===== config.mk =====
export PLATFORM = sky130hd
export DESIGN_NAME = light_threshold_interrupt_flags
export DESIGN_NICKNAME = d
export VERILOG_FILES = /design/src/hw/light_thr_pkg.sv /design/src/hw/thr_event_if.sv /design/src/hw/light_threshold_interrupt_flags.sv /design/src/hw/fault_run_counter.sv /design/src/hw/irq_sticky.sv
export VERILOG_INCLUDE_DIRS = /design/src /design/src/hw
export SDC_FILE = /design/constraint.sdc
export NUM_CORES = 1
export LEC_CHECK = 0
export ABC_AREA = 1
export BUFFER_PORTS_ARGS = -buffer_cell sky130_fd_sc_hd__buf_2
export CORE_ASPECT_RATIO = 1.25
export CORE_UTILIZATION = 50
export CTS_BUF_LIST = sky130_fd_sc_hd__clkbuf_16
export DETAILED_ROUTE_END_ITERATION = 10
export PLACE_DENSITY = 0.86
export SLEW_MARGIN = 30
export SYNTH_ARGS = -nofsm -noshare
export SYNTH_HDL_FRONTEND = slang
export SYNTH_SLANG_ARGS = --single-unit

===== constraint.sdc =====
create_clock -name clk_sys -period 6.7 [get_ports clk_sys]
set_input_delay 1.675 -clock clk_sys [delete_from_list [all_inputs] [get_ports clk_sys]]
set_output_delay 1.675 -clock clk_sys [all_outputs]
set_load 0.02 [all_outputs]

===== src/hw/light_thr_defs.svh =====
`ifndef LIGHT_THR_DEFS_SVH
`define LIGHT_THR_DEFS_SVH

// ****************************************************************
// register offsets (byte addresses, one word each)
// ****************************************************************
`define REG_CFG        8'h00
`define REG_HIGH       8'h04
`define REG_LOW        8'h08
`define REG_IRQ_STAT   8'h0c
`define REG_IRQ_MASK   8'h10
`define REG_RESULT     8'h14

// ****************************************************************
// configuration word fields
// ****************************************************************
`define CFG_FC_LSB     0
`define CFG_FC_MSB     1
`define CFG_POL_BIT    3
`define CFG_LATCH_BIT  4
`define CFG_FL_BIT     5
`define CFG_FH_BIT     6
`define CFG_CR_BIT     7
`define CFG_MODE_LSB   9
`define CFG_MODE_MSB   10

// ****************************************************************
// limit fields and codes
// ****************************************************************
`define LIM_MSB        15
`define LO_TOP_MSB     15
`define LO_TOP_LSB     14
`define EOC_CODE       2'h3
`define MODE_SHUTDOWN  2'h0

// ****************************************************************
// interrupt status bits
// ****************************************************************
`define IRQ_HIGH_BIT   0
`define IRQ_LOW_BIT    1
`define IRQ_DONE_BIT   2

// ****************************************************************
// reset values
// ****************************************************************
`define LATCH_RESET    1'b1
`define POL_RESET      1'b0
`define FC_RESET       2'h0
`define MODE_RESET     2'h0
`define HIGH_RESET     16'hffff
`define LOW_RESET      16'h0000
`define MASK_RESET     3'h0

// ****************************************************************
// fault run counter
// ****************************************************************
`define RUN_MAX        4'hf
`define RUN_ONE        4'h1

`endif


===== src/hw/light_thr_pkg.sv =====
package light_thr_pkg;

	typedef enum logic [1:0] {
		CMP_NONE = 2'b00,
		CMP_HIGH = 2'b01,
		CMP_LOW  = 2'b10
	} cmp_e;

	typedef struct packed {
		cmp_e       last;
		logic [3:0] run;
	} run_s;

	typedef struct packed {
		logic [2:0] stat;
		logic [2:0] mask;
		logic       irq;
	} irq_s;

	typedef struct packed {
		logic        latch;
		logic        interrupt_polarity_select;
		logic [1:0]  fc;
		logic [1:0]  mode;
		logic [15:0] high;
		logic [15:0] low;
		logic [15:0] result;
		logic        fh;
		logic        fl;
		logic        cr;
		logic        active;
		logic        pin_oe;
		logic        alert_claim;
		logic [31:0] rdata;
	} flags_s;

endpackage


===== src/hw/thr_event_if.sv =====
`timescale 1ns/1ns
interface thr_event_if;
	logic done;
	logic trig_high;
	logic trig_low;

	modport src (output done, output trig_high, output trig_low);
	modport dst (input done, input trig_high, input trig_low);
endinterface


===== src/hw/light_threshold_interrupt_flags.sv =====
`timescale 1ns/1ns
`include "light_thr_defs.svh"
module light_threshold_interrupt_flags (
	// clock and reset
	input  wire logic        clk_sys,
	input  wire logic        rst_b,
	// register port
	input  wire logic [7:0]  reg_addr,
	input  wire logic [31:0] reg_wdata,
	input  wire logic        reg_wr,
	input  wire logic        reg_rd,
	output logic [31:0]      reg_rdata,
	// measurement engine
	input  wire logic        conv_done,
	input  wire logic [15:0] conv_result,
	output logic [1:0]       conv_mode,
	// alert response from the bus logic
	input  wire logic        alert_resp,
	output logic             alert_claim,
	// open-drain interrupt pin
	output logic             int_pin_o,
	output logic             int_pin_oe,
	// system interrupt
	output logic             irq
);

	// ****************************************************************
	// decode
	// ****************************************************************
	function automatic logic reg_hit(input logic [7:0] a,
		input logic [7:0] off);
		reg_hit = (a == off);
	endfunction

	light_thr_pkg::flags_s s_q;
	light_thr_pkg::flags_s s_d;
	light_thr_pkg::cmp_e   outcome;
	logic                  cfg_rd;
	logic                  cfg_wr;
	logic                  eoc;
	logic [3:0]            need;
	logic [2:0]            stat_clr;
	logic                  mask_we;
	logic [2:0]            irq_stat;
	logic [2:0]            irq_mask;
	logic [31:0]           cfg_word;

	thr_event_if ev ();

	assign cfg_rd  = reg_rd && reg_hit(reg_addr, `REG_CFG);
	assign cfg_wr  = reg_wr && reg_hit(reg_addr, `REG_CFG);
	assign mask_we = reg_wr && reg_hit(reg_addr, `REG_IRQ_MASK);
	assign stat_clr = (reg_wr && reg_hit(reg_addr, `REG_IRQ_STAT))
		? reg_wdata[2:0] : 3'h0;

	// end-of-conversion variant overrides the normal flag tables
	assign eoc = (s_q.low[`LO_TOP_MSB:`LO_TOP_LSB] == `EOC_CODE);

	// ****************************************************************
	// limit comparison and fault run
	// ****************************************************************
	// with high below low both may hold; high takes precedence
	always_comb begin
		if (conv_result > s_q.high) begin
			outcome = light_thr_pkg::CMP_HIGH;
		end else if (conv_result < s_q.low) begin
			outcome = light_thr_pkg::CMP_LOW;
		end else begin
			outcome = light_thr_pkg::CMP_NONE;
		end
	end

	assign need = {2'b00, s_q.fc} + `RUN_ONE;

	fault_run_counter u_run (
		.clk_sys   (clk_sys),
		.rst_b     (rst_b),
		.conv_done (conv_done),
		.outcome   (outcome),
		.need      (need),
		.ev        (ev.src)
	);

	irq_sticky u_irq (
		.clk_sys    (clk_sys),
		.rst_b      (rst_b),
		.ev         (ev.dst),
		.stat_clr   (stat_clr),
		.mask_we    (mask_we),
		.mask_wdata (reg_wdata[2:0]),
		.stat       (irq_stat),
		.mask       (irq_mask),
		.irq        (irq)
	);

	// ****************************************************************
	// configuration word as software sees it
	// ****************************************************************
	always_comb begin
		cfg_word = 32'h0;
		cfg_word[`CFG_FC_MSB:`CFG_FC_LSB]     = s_q.fc;
		cfg_word[`CFG_POL_BIT]                = s_q.interrupt_polarity_select;
		cfg_word[`CFG_LATCH_BIT]              = s_q.latch;
		cfg_word[`CFG_FL_BIT]                 = s_q.fl;
		cfg_word[`CFG_FH_BIT]                 = s_q.fh;
		cfg_word[`CFG_CR_BIT]                 = s_q.cr;
		cfg_word[`CFG_MODE_MSB:`CFG_MODE_LSB] = s_q.mode;
	end

	// ****************************************************************
	// flag engine
	// ****************************************************************
	// clears are applied first and sets last, so a conversion that
	// finishes in the clearing cycle is never lost
	always_comb begin
		s_d             = s_q;
		s_d.rdata       = 32'h0;
		s_d.alert_claim = 1'b0;

		// clearing accesses
		if (cfg_rd) begin
			s_d.cr = 1'b0;
			if (s_q.latch) begin
				s_d.fh     = 1'b0;
				s_d.fl     = 1'b0;
				s_d.active = 1'b0;
			end else if (eoc) begin
				s_d.active = 1'b0;
			end
			// transparent: flags follow the light only
		end
		if (cfg_wr) begin
			s_d.fc    = reg_wdata[`CFG_FC_MSB:`CFG_FC_LSB];
			s_d.interrupt_polarity_select   = reg_wdata[`CFG_POL_BIT];
			s_d.latch = reg_wdata[`CFG_LATCH_BIT];
			s_d.mode  = reg_wdata[`CFG_MODE_MSB:`CFG_MODE_LSB];
			// shutdown code touches no flag
			if (reg_wdata[`CFG_MODE_MSB:`CFG_MODE_LSB]
				!= `MODE_SHUTDOWN) begin
				s_d.cr = 1'b0;
				if (!s_q.latch && eoc) begin
					s_d.active = 1'b0;
				end
			end
		end
		if (alert_resp && s_q.latch && s_q.active) begin
			s_d.active      = 1'b0;
			s_d.alert_claim = 1'b1;
		end
		if (reg_wr && reg_hit(reg_addr, `REG_HIGH)) begin
			s_d.high = reg_wdata[`LIM_MSB:0];
		end
		if (reg_wr && reg_hit(reg_addr, `REG_LOW)) begin
			s_d.low = reg_wdata[`LIM_MSB:0];
		end

		// conversion results
		if (conv_done) begin
			s_d.result = conv_result;
		end
		if (ev.done) begin
			s_d.cr = 1'b1;
			if (eoc) begin
				s_d.active = 1'b1;
			end
		end
		if (ev.trig_high) begin
			s_d.fh     = 1'b1;
			s_d.active = 1'b1;
			if (!s_q.latch) begin
				s_d.fl = 1'b0;
			end
		end
		if (ev.trig_low) begin
			s_d.fl = 1'b1;
			if (s_q.latch) begin
				s_d.active = 1'b1;
			end else begin
				s_d.fh = 1'b0;
				if (!eoc) begin
					s_d.active = 1'b0;
				end
			end
		end

		// pin pulled low exactly when active differs from polarity
		s_d.pin_oe = s_d.active ^ s_d.interrupt_polarity_select;

		// read data, one cycle after the strobe
		if (reg_rd) begin
			if (reg_hit(reg_addr, `REG_CFG)) begin
				s_d.rdata = cfg_word;
			end else if (reg_hit(reg_addr, `REG_HIGH)) begin
				s_d.rdata = {16'h0, s_q.high};
			end else if (reg_hit(reg_addr, `REG_LOW)) begin
				s_d.rdata = {16'h0, s_q.low};
			end else if (reg_hit(reg_addr, `REG_IRQ_STAT)) begin
				s_d.rdata = {29'h0, irq_stat};
			end else if (reg_hit(reg_addr, `REG_IRQ_MASK)) begin
				s_d.rdata = {29'h0, irq_mask};
			end else if (reg_hit(reg_addr, `REG_RESULT)) begin
				s_d.rdata = {16'h0, s_q.result};
			end
		end
	end

	// ****************************************************************
	// state register
	// ****************************************************************
	always_ff @(posedge clk_sys) begin
		if (!rst_b) begin
			s_q.latch       <= `LATCH_RESET;
			s_q.interrupt_polarity_select         <= `POL_RESET;
			s_q.fc          <= `FC_RESET;
			s_q.mode        <= `MODE_RESET;
			s_q.high        <= `HIGH_RESET;
			s_q.low         <= `LOW_RESET;
			s_q.result      <= 16'h0;
			s_q.fh          <= 1'b0;
			s_q.fl          <= 1'b0;
			s_q.cr          <= 1'b0;
			s_q.active      <= 1'b0;
			s_q.pin_oe      <= 1'b0;
			s_q.alert_claim <= 1'b0;
			s_q.rdata       <= 32'h0;
		end else begin
			s_q <= s_d;
		end
	end

	// ****************************************************************
	// outputs
	// ****************************************************************
	// open drain: the driven level is always low
	assign int_pin_o   = 1'b0;
	assign int_pin_oe  = s_q.pin_oe;
	assign reg_rdata   = s_q.rdata;
	assign conv_mode   = s_q.mode;
	assign alert_claim = s_q.alert_claim;
endmodule


===== src/hw/fault_run_counter.sv =====
`timescale 1ns/1ns
`include "light_thr_defs.svh"
module fault_run_counter (
	// clock and reset
	input  wire logic                clk_sys,
	input  wire logic                rst_b,
	// finished conversion
	input  wire logic                conv_done,
	input  wire light_thr_pkg::cmp_e outcome,
	input  wire logic [3:0]          need,
	// qualified events
	thr_event_if.src                 ev
);
	light_thr_pkg::run_s s_q;
	light_thr_pkg::run_s s_d;
	logic [3:0]          run_next;

	always_comb begin
		s_d = s_q;
		// a changed outcome restarts the run
		if (outcome != s_q.last) begin
			run_next = `RUN_ONE;
		end else if (s_q.run != `RUN_MAX) begin
			run_next = s_q.run + `RUN_ONE;
		end else begin
			run_next = s_q.run;
		end
		if (conv_done) begin
			s_d.last = outcome;
			s_d.run  = run_next;
		end
	end

	always_ff @(posedge clk_sys) begin
		if (!rst_b) begin
			s_q.last <= light_thr_pkg::CMP_NONE;
			s_q.run  <= 4'h0;
		end else begin
			s_q <= s_d;
		end
	end

	// every conversion of a long enough run keeps asserting
	assign ev.done      = conv_done;
	assign ev.trig_high = conv_done && outcome == light_thr_pkg::CMP_HIGH
		&& run_next >= need;
	assign ev.trig_low  = conv_done && outcome == light_thr_pkg::CMP_LOW
		&& run_next >= need;
endmodule


===== src/hw/irq_sticky.sv =====
`timescale 1ns/1ns
`include "light_thr_defs.svh"
module irq_sticky (
	// clock and reset
	input  wire logic       clk_sys,
	input  wire logic       rst_b,
	// events
	thr_event_if.dst        ev,
	// software access
	input  wire logic [2:0] stat_clr,
	input  wire logic       mask_we,
	input  wire logic [2:0] mask_wdata,
	// state
	output logic [2:0]      stat,
	output logic [2:0]      mask,
	output logic            irq
);
	light_thr_pkg::irq_s s_q;
	light_thr_pkg::irq_s s_d;
	logic [2:0]          ev_vec;

	always_comb begin
		ev_vec = 3'h0;
		ev_vec[`IRQ_HIGH_BIT] = ev.trig_high;
		ev_vec[`IRQ_LOW_BIT]  = ev.trig_low;
		ev_vec[`IRQ_DONE_BIT] = ev.done;
		s_d = s_q;
		// set after clear: an event in the clearing cycle survives
		s_d.stat = (s_q.stat & ~stat_clr) | ev_vec;
		if (mask_we) begin
			s_d.mask = mask_wdata;
		end
		s_d.irq = |(s_d.stat & s_d.mask);
	end

	always_ff @(posedge clk_sys) begin
		if (!rst_b) begin
			s_q.stat <= 3'h0;
			s_q.mask <= `MASK_RESET;
			s_q.irq  <= 1'b0;
		end else begin
			s_q <= s_d;
		end
	end

	assign stat = s_q.stat;
	assign mask = s_q.mask;
	assign irq  = s_q.irq;
endmodule


Word level (Yosys, flattened, before mapping). Index checks and enable logic that the tools add are counted.

Bits in registers: 105. Logic and storage cells: 95. Output and inout bits: 38. Input bits: 62.

Add/subtract/negate cells: 2. Muxes and demuxes: 32. Bitwise operators: 7. Magnitude comparators: 3. Eq/ne operators: 10. Reduce and logical (&&, ||, !) cells: 20.

Operators with widths (number): $mux 16 (5); $eq 8x4->1 const B (2); $eq 8x5->1 const B (2); $gt 16x16->1 (1); $lt 16x16->1 (1); $mux 2 (8); $logic_and 1x1->1 (13); $mux 1 (12); $mux 4 (3); $mux 11 (1); $eq 8x3->1 const B (1); $logic_not 8->1 (1); $reduce_or 7->1 (1); $and 3x3->3 (2); $mux 3 (2); $reduce_or 3->1 (2); $mux 5 (1); $add 4x1->4 const B (1); $eq 2x2->1 const B (2); $ge 4x3->1 (1); $ne 4x4->1 const B (1); $add 2x1->3 const B (1); $not 3->3 (1); $or 3x3->3 (1); other kinds (7) (8).

Logic depth before layout (Yosys ltp).
Depth in word-level cells: 15. Depth in mapped cells: 29. Mapped depth without buffers: 29.

Cells and area by module. Synthesis repeated with hierarchy kept, for this count alone.

Cell total of the unflattened synthesis: 681. Area, all modules: 4938.5 um2.

By module, submodules not included: light_threshold_interrupt_flags (area an instance 4134.0 um2, instances 1, sequential area each 1521.5 um2, cells an instance 560); fault_run_counter (area an instance 525.5 um2, instances 1, sequential area each 120.1 um2, cells an instance 81); irq_sticky (area an instance 279.0 um2, instances 1, sequential area each 140.1 um2, cells an instance 40).

Least setup slack after synthesis. OpenSTA, ideal clock, no wires.

Kind: input to register. Start point: in conv_result[5]. End point: reg s_q (netlist bit int_pin_oe). Arrival time: 3892 ps. Setup time: 114 ps. Data required time: 6586 ps. Cell stages on the path: 21. Path buffers: 0. Slack: 2694 ps. Cells stage by stage: ha_1 a21oi_1 nor2_1 nor3_1 nand2_1 a21oi_1 nand2_1 nand2_1 nand3_1 nor2_1 ha_1 o21ai_0 nand2_1 a21oi_1 nand2_2 nand2_2 nand2_1 nand2_1 nand2_1 nor2_1 nor2_2.

Longest elaborated chain between the ends: 12. Elaborated cells on any way between the ends: 18. Those cells by class: order compare (3); eq/ne (3); mux (7); bitwise (1); reduce/logical (4).

RTL lines: start: declaration (line light_threshold_interrupt_flags.sv:15) `input wire logic [15:0] conv_result,`; $lt 16x16->1 (line light_threshold_interrupt_flags.sv:66) `end else if (conv_result < s_q.low) begin`; $mux 2 (line light_threshold_interrupt_flags.sv:66); $mux 2 (*) (line light_threshold_interrupt_flags.sv:64) `if (conv_result > s_q.high) begin`; $ne 2x2->1 (line fault_run_counter.sv:21) `if (outcome != s_q.last) begin`; $mux 4 (line fault_run_counter.sv:21); $ge 4x3->1 (line fault_run_counter.sv:46, fault_run_counter.sv:48); $logic_and 1x1->1 (line fault_run_counter.sv:46) `&& run_next >= need;`; $mux 1 (line light_threshold_interrupt_flags.sv:167) `if (ev.trig_high) begin`; $mux 1 (line light_threshold_interrupt_flags.sv:180) `if (!eoc) begin`; $mux 1 (line light_threshold_interrupt_flags.sv:176) `if (s_q.latch) begin`; $mux 1 (*) (line light_threshold_interrupt_flags.sv:174) `if (ev.trig_low) begin`; $xor 1x1->1 (*) (line light_threshold_interrupt_flags.sv:187) `s_d.pin_oe = s_d.active ^ s_d.interrupt_polarity_select;`; end: declaration (line light_threshold_interrupt_flags.sv:35) `light_thr_pkg::flags_s s_q;`.

Every way passes the cells marked *; elsewhere a longest branch is shown, timed or not. A chain may end at the register's enable or synchronous reset.

Worst setup path after layout.
Start point: in conv_result[5]. End point: reg u_irq.irq (netlist name).

Longest elaborated chain between the ends: 10. Elaborated cells on any way between the ends: 16. Those cells by class: order compare (3); eq/ne (3); mux (3); bitwise (2); reduce/logical (5).

RTL lines: $lt 16x16->1 (line light_threshold_interrupt_flags.sv:66); $mux 2 (line light_threshold_interrupt_flags.sv:66); $mux 2 (*) (line light_threshold_interrupt_flags.sv:64); $ne 2x2->1 (line fault_run_counter.sv:21); $mux 4 (line fault_run_counter.sv:21); $ge 4x3->1 (line fault_run_counter.sv:46, fault_run_counter.sv:48); $logic_and 1x1->1, on equally long branches (line fault_run_counter.sv:46, fault_run_counter.sv:48); $or 3x3->3 (*) (line irq_sticky.sv:29) `s_d.stat = (s_q.stat & ~stat_clr) | ev_vec;`; $and 3x3->3 (*) (line irq_sticky.sv:33) `s_d.irq = |(s_d.stat & s_d.mask);`; $reduce_or 3->1 (*) (line irq_sticky.sv:33).

Marked as above.

==> flow_metrics.tcl <==
set metrics [dict create \
    ir_drop_uv 129.5 \
    portBuffers 66 \
    synth_xor_xnor_area_share 0.001854 \
    firstDrtPassIters 6 \
    power.total_mw 1.191 \
    drt-initial-drc-count 346 \
    vias 4401 \
    cts-root-buf "clkbuf_16" \
    cp_max_fo 4 \
    synth_common_cells "nand2_1, dfxtp_1, inv_1" \
    synth_area_um2 4723 \
    synth-seq-area-share 0.3772 \
    critPathLaunchType "primary input" \
    die_h_um 110.7 \
    finalWirelength_mm 12.20 \
    outcome "completed" \
    n_antenna_cell 0 \
    finalHoldViolCount 0 \
    r2r_cells 22 \
    ant_nets 0 \
    dieWidth_um 88.93 \
    rsz0062_at_grt "no" \
    synth_edf_count 0 \
    cts.sinks 89 \
    dp_cells 780 \
    clk_path_buf_depth 2 \
    pin_count 100 \
    drv_slew 0 \
    setup_ws_ns 2.285 \
    max_freq_mhz 226.5 \
    nets 766 \
    ctsHoldBuffers 0 \
    synth-seq-cells 89 \
    synthArstFlopShare 0 \
    cts_tree "yes" \
    routedWlPerCell_um 15.33 \
    leakage_nw 2.473 \
    synth_top_cell_area_share 0.3772 \
    track_usage 0.2646 \
    fin_skew_ns 0.004882 \
    synth_area_leader_cell "dfxtp_1" \
    yosysWarnings 0 \
    hold_depth 2 \
    grt_overflow 0 \
    yosysMostFrequentCell "nand2_1" \
    syn_to_final_growth_pct 10.70 \
    r2r-end "u_irq.irq" \
    slew-limit-headroom 0.3428 \
    power_density_nw_per_um2 227.8 \
    path_class "primary input to register" \
    postCtsSetupBuffers 0 \
    hp-start "s_q[44]" \
    maxCapViolCount 0 \
    stdcell_count 796 \
    via_per_inst 5.529 \
    drive_gt1_frac 0.1501 \
    avgSynthCellArea_um2 7.462 \
    whs_endpoint "s_q[44]" \
    gp_congestion 0.8763 \
    synth_simple_gate_area_frac 0.1746 \
    finalCriticalPeriod_ns 4.415 \
    synthAdderAreaFrac 0.09536 \
    grt_max_degree 65 \
    tightestPinTransition_ns 0.9797 \
    core_um2 9174 \
    grt_pass1_wl_mm 19.71 \
    path_clk_slew_ns 0.06 \
    cts_buffers 9 \
    tns_ns 0 \
    reg2reg_setup_slack_ns 3.37 \
    antenna_found_initial 0 \
    cp.arrival_ns 4.66 \
    initial_core_util 0.5149 \
    drcViolationCount 0 \
    clk_latency_ns 0.35 \
    utilization 0.5700 \
    yosys.cell_types.count 40 \
    placed_area_um2 4916 \
    place_hpwl_mm 8.507 \
    crit_path_end_kind "register" \
    synth_top_family_by_area "compound AO/OA/AOI/OAI gates" \
    fin_crit_sh 0.6590 \
    r2r_start "s_q[59]" \
    dieArea_um2 9841 \
    synth_area_leaders "dfxtp_1, ha_1, nand2_1" \
    design_area_um2 5229 \
    std_cell_rows 39 \
    setup_viol 0 \
    ctsResizeCount 0 \
    dp_slack_ns 2.013 \
    synthFlopType "dfxtp_1" \
    cts_max_level 3 \
    required_ns 6.94 \
    syn_inst 633 \
    first_global_vias 4299 \
    hp-class "register to register" \
    holdWs_ns 0.4712 \
    muxShareOfSynthArea 0 \
    synth_compound_area_frac 0.2053 \
]
## power breakdown
| group | total (mW) | switching (mW) | internal, mW |
|---|---|---|---|
| logic | 0.111 | 0.0746 | 0.0361 |
| registers | 0.549 | 0.00706 | 0.542 |
| clock network | 0.532 | 0.209 | 0.323 |
| total | 1.19 | 0.291 | 0.900 |
## logic make-up (layout without fill, tap and decap cells)
group	after synthesis	in the layout
simple gates	192	192
compound gates	169	169
buf+inv	145	169
flops	89	89
fa+ha+maj	36	36
other cells	1	17
xor+xnor	1	1
## sequential cells by signal (all words and copies together), names as in the netlist
register / count
u_irq.mask: 3
s_q: 49
u_irq.stat: 3
alert_claim: 1
cfg_word: 7
reg_rdata: 16
int_pin_oe: 1
conv_mode: 2
u_run.s_q: 6
u_irq.irq: 1
## worst max-delay path, stage by stage
cell and delay [ns]:
buf_2 0.12, ha_1 0.31, a21oi_1 0.14, nor2_1 0.06
nor3_1 0.15, nand2_1 0.09, a21oi_1 0.24, nand2_1 0.12
nand2_1 0.09, nand3_1 0.12, nor2_1 0.18, ha_1 0.26
o21ai_0 0.15, nand2_1 0.06, a21oi_1 0.16, nand2_2 0.11
nand2_1 0.16, nand2_1 0.11, nand2_1 0.09, nand2_1 0.06
o21ai_1 0.14, inv_1 0.05
## final cells by class
cell class	count	area, µm²
Inverter	86	322.8
Clock inverter	7	85.08
Fill cell	845	3945
Sequential cell	89	1782
Tap cell	123	153.9
Timing Repair Buffer	67	340.3
Clock buffer	9	225.2
Multi-Input combinational cell	415	2320
## per-layer routing
layer	GRT usage	share of wire
met4	0.1757	0.044
met5	0	0
met1	0.2904	0.37
met2	0.4441	0.51
met3	0.06031	0.075
## worst max path at each step
stage | cells after the start | startpoint | slack, ns | end
finish | 22 | conv_result[5] | 2.28 | u_irq.irq
detailed placement | 22 | conv_result[9] | 2.01 | u_irq.irq
floorplan | 21 | conv_result[5] | 2.69 | int_pin_oe
global placement | 23 | conv_result[5] | 2.17 | int_pin_oe
CTS | 22 | conv_result[5] | 2.33 | u_irq.irq
global route | 22 | conv_result[9] | 1.99 | u_irq.irq
## cell usage in the layout, fill, tap and decap left out, types with 2 or more instances in the layout
cell type,instances
a21oi_1,63
o21a_1,2
nand2_2,4
dfxtp_1,89
a21o_1,2
inv_1,78
nor3_1,4
nand3_1,13
a221oi_1,3
o22ai_1,5
buf_4,2
nor2_1,54
nor2_2,2
buf_2,65
clkinv_2,2
clkbuf_16,9
a41oi_1,3
o211ai_1,25
o21ai_1,6
bufinv_16,2
ha_1,36
inv_2,6
nand4_1,5
nor2_4,2
o21ai_0,53
clkinv_1,4
a31oi_1,2
nand2_1,102
conb_1,17
Power figures use the tool's default switching activity.
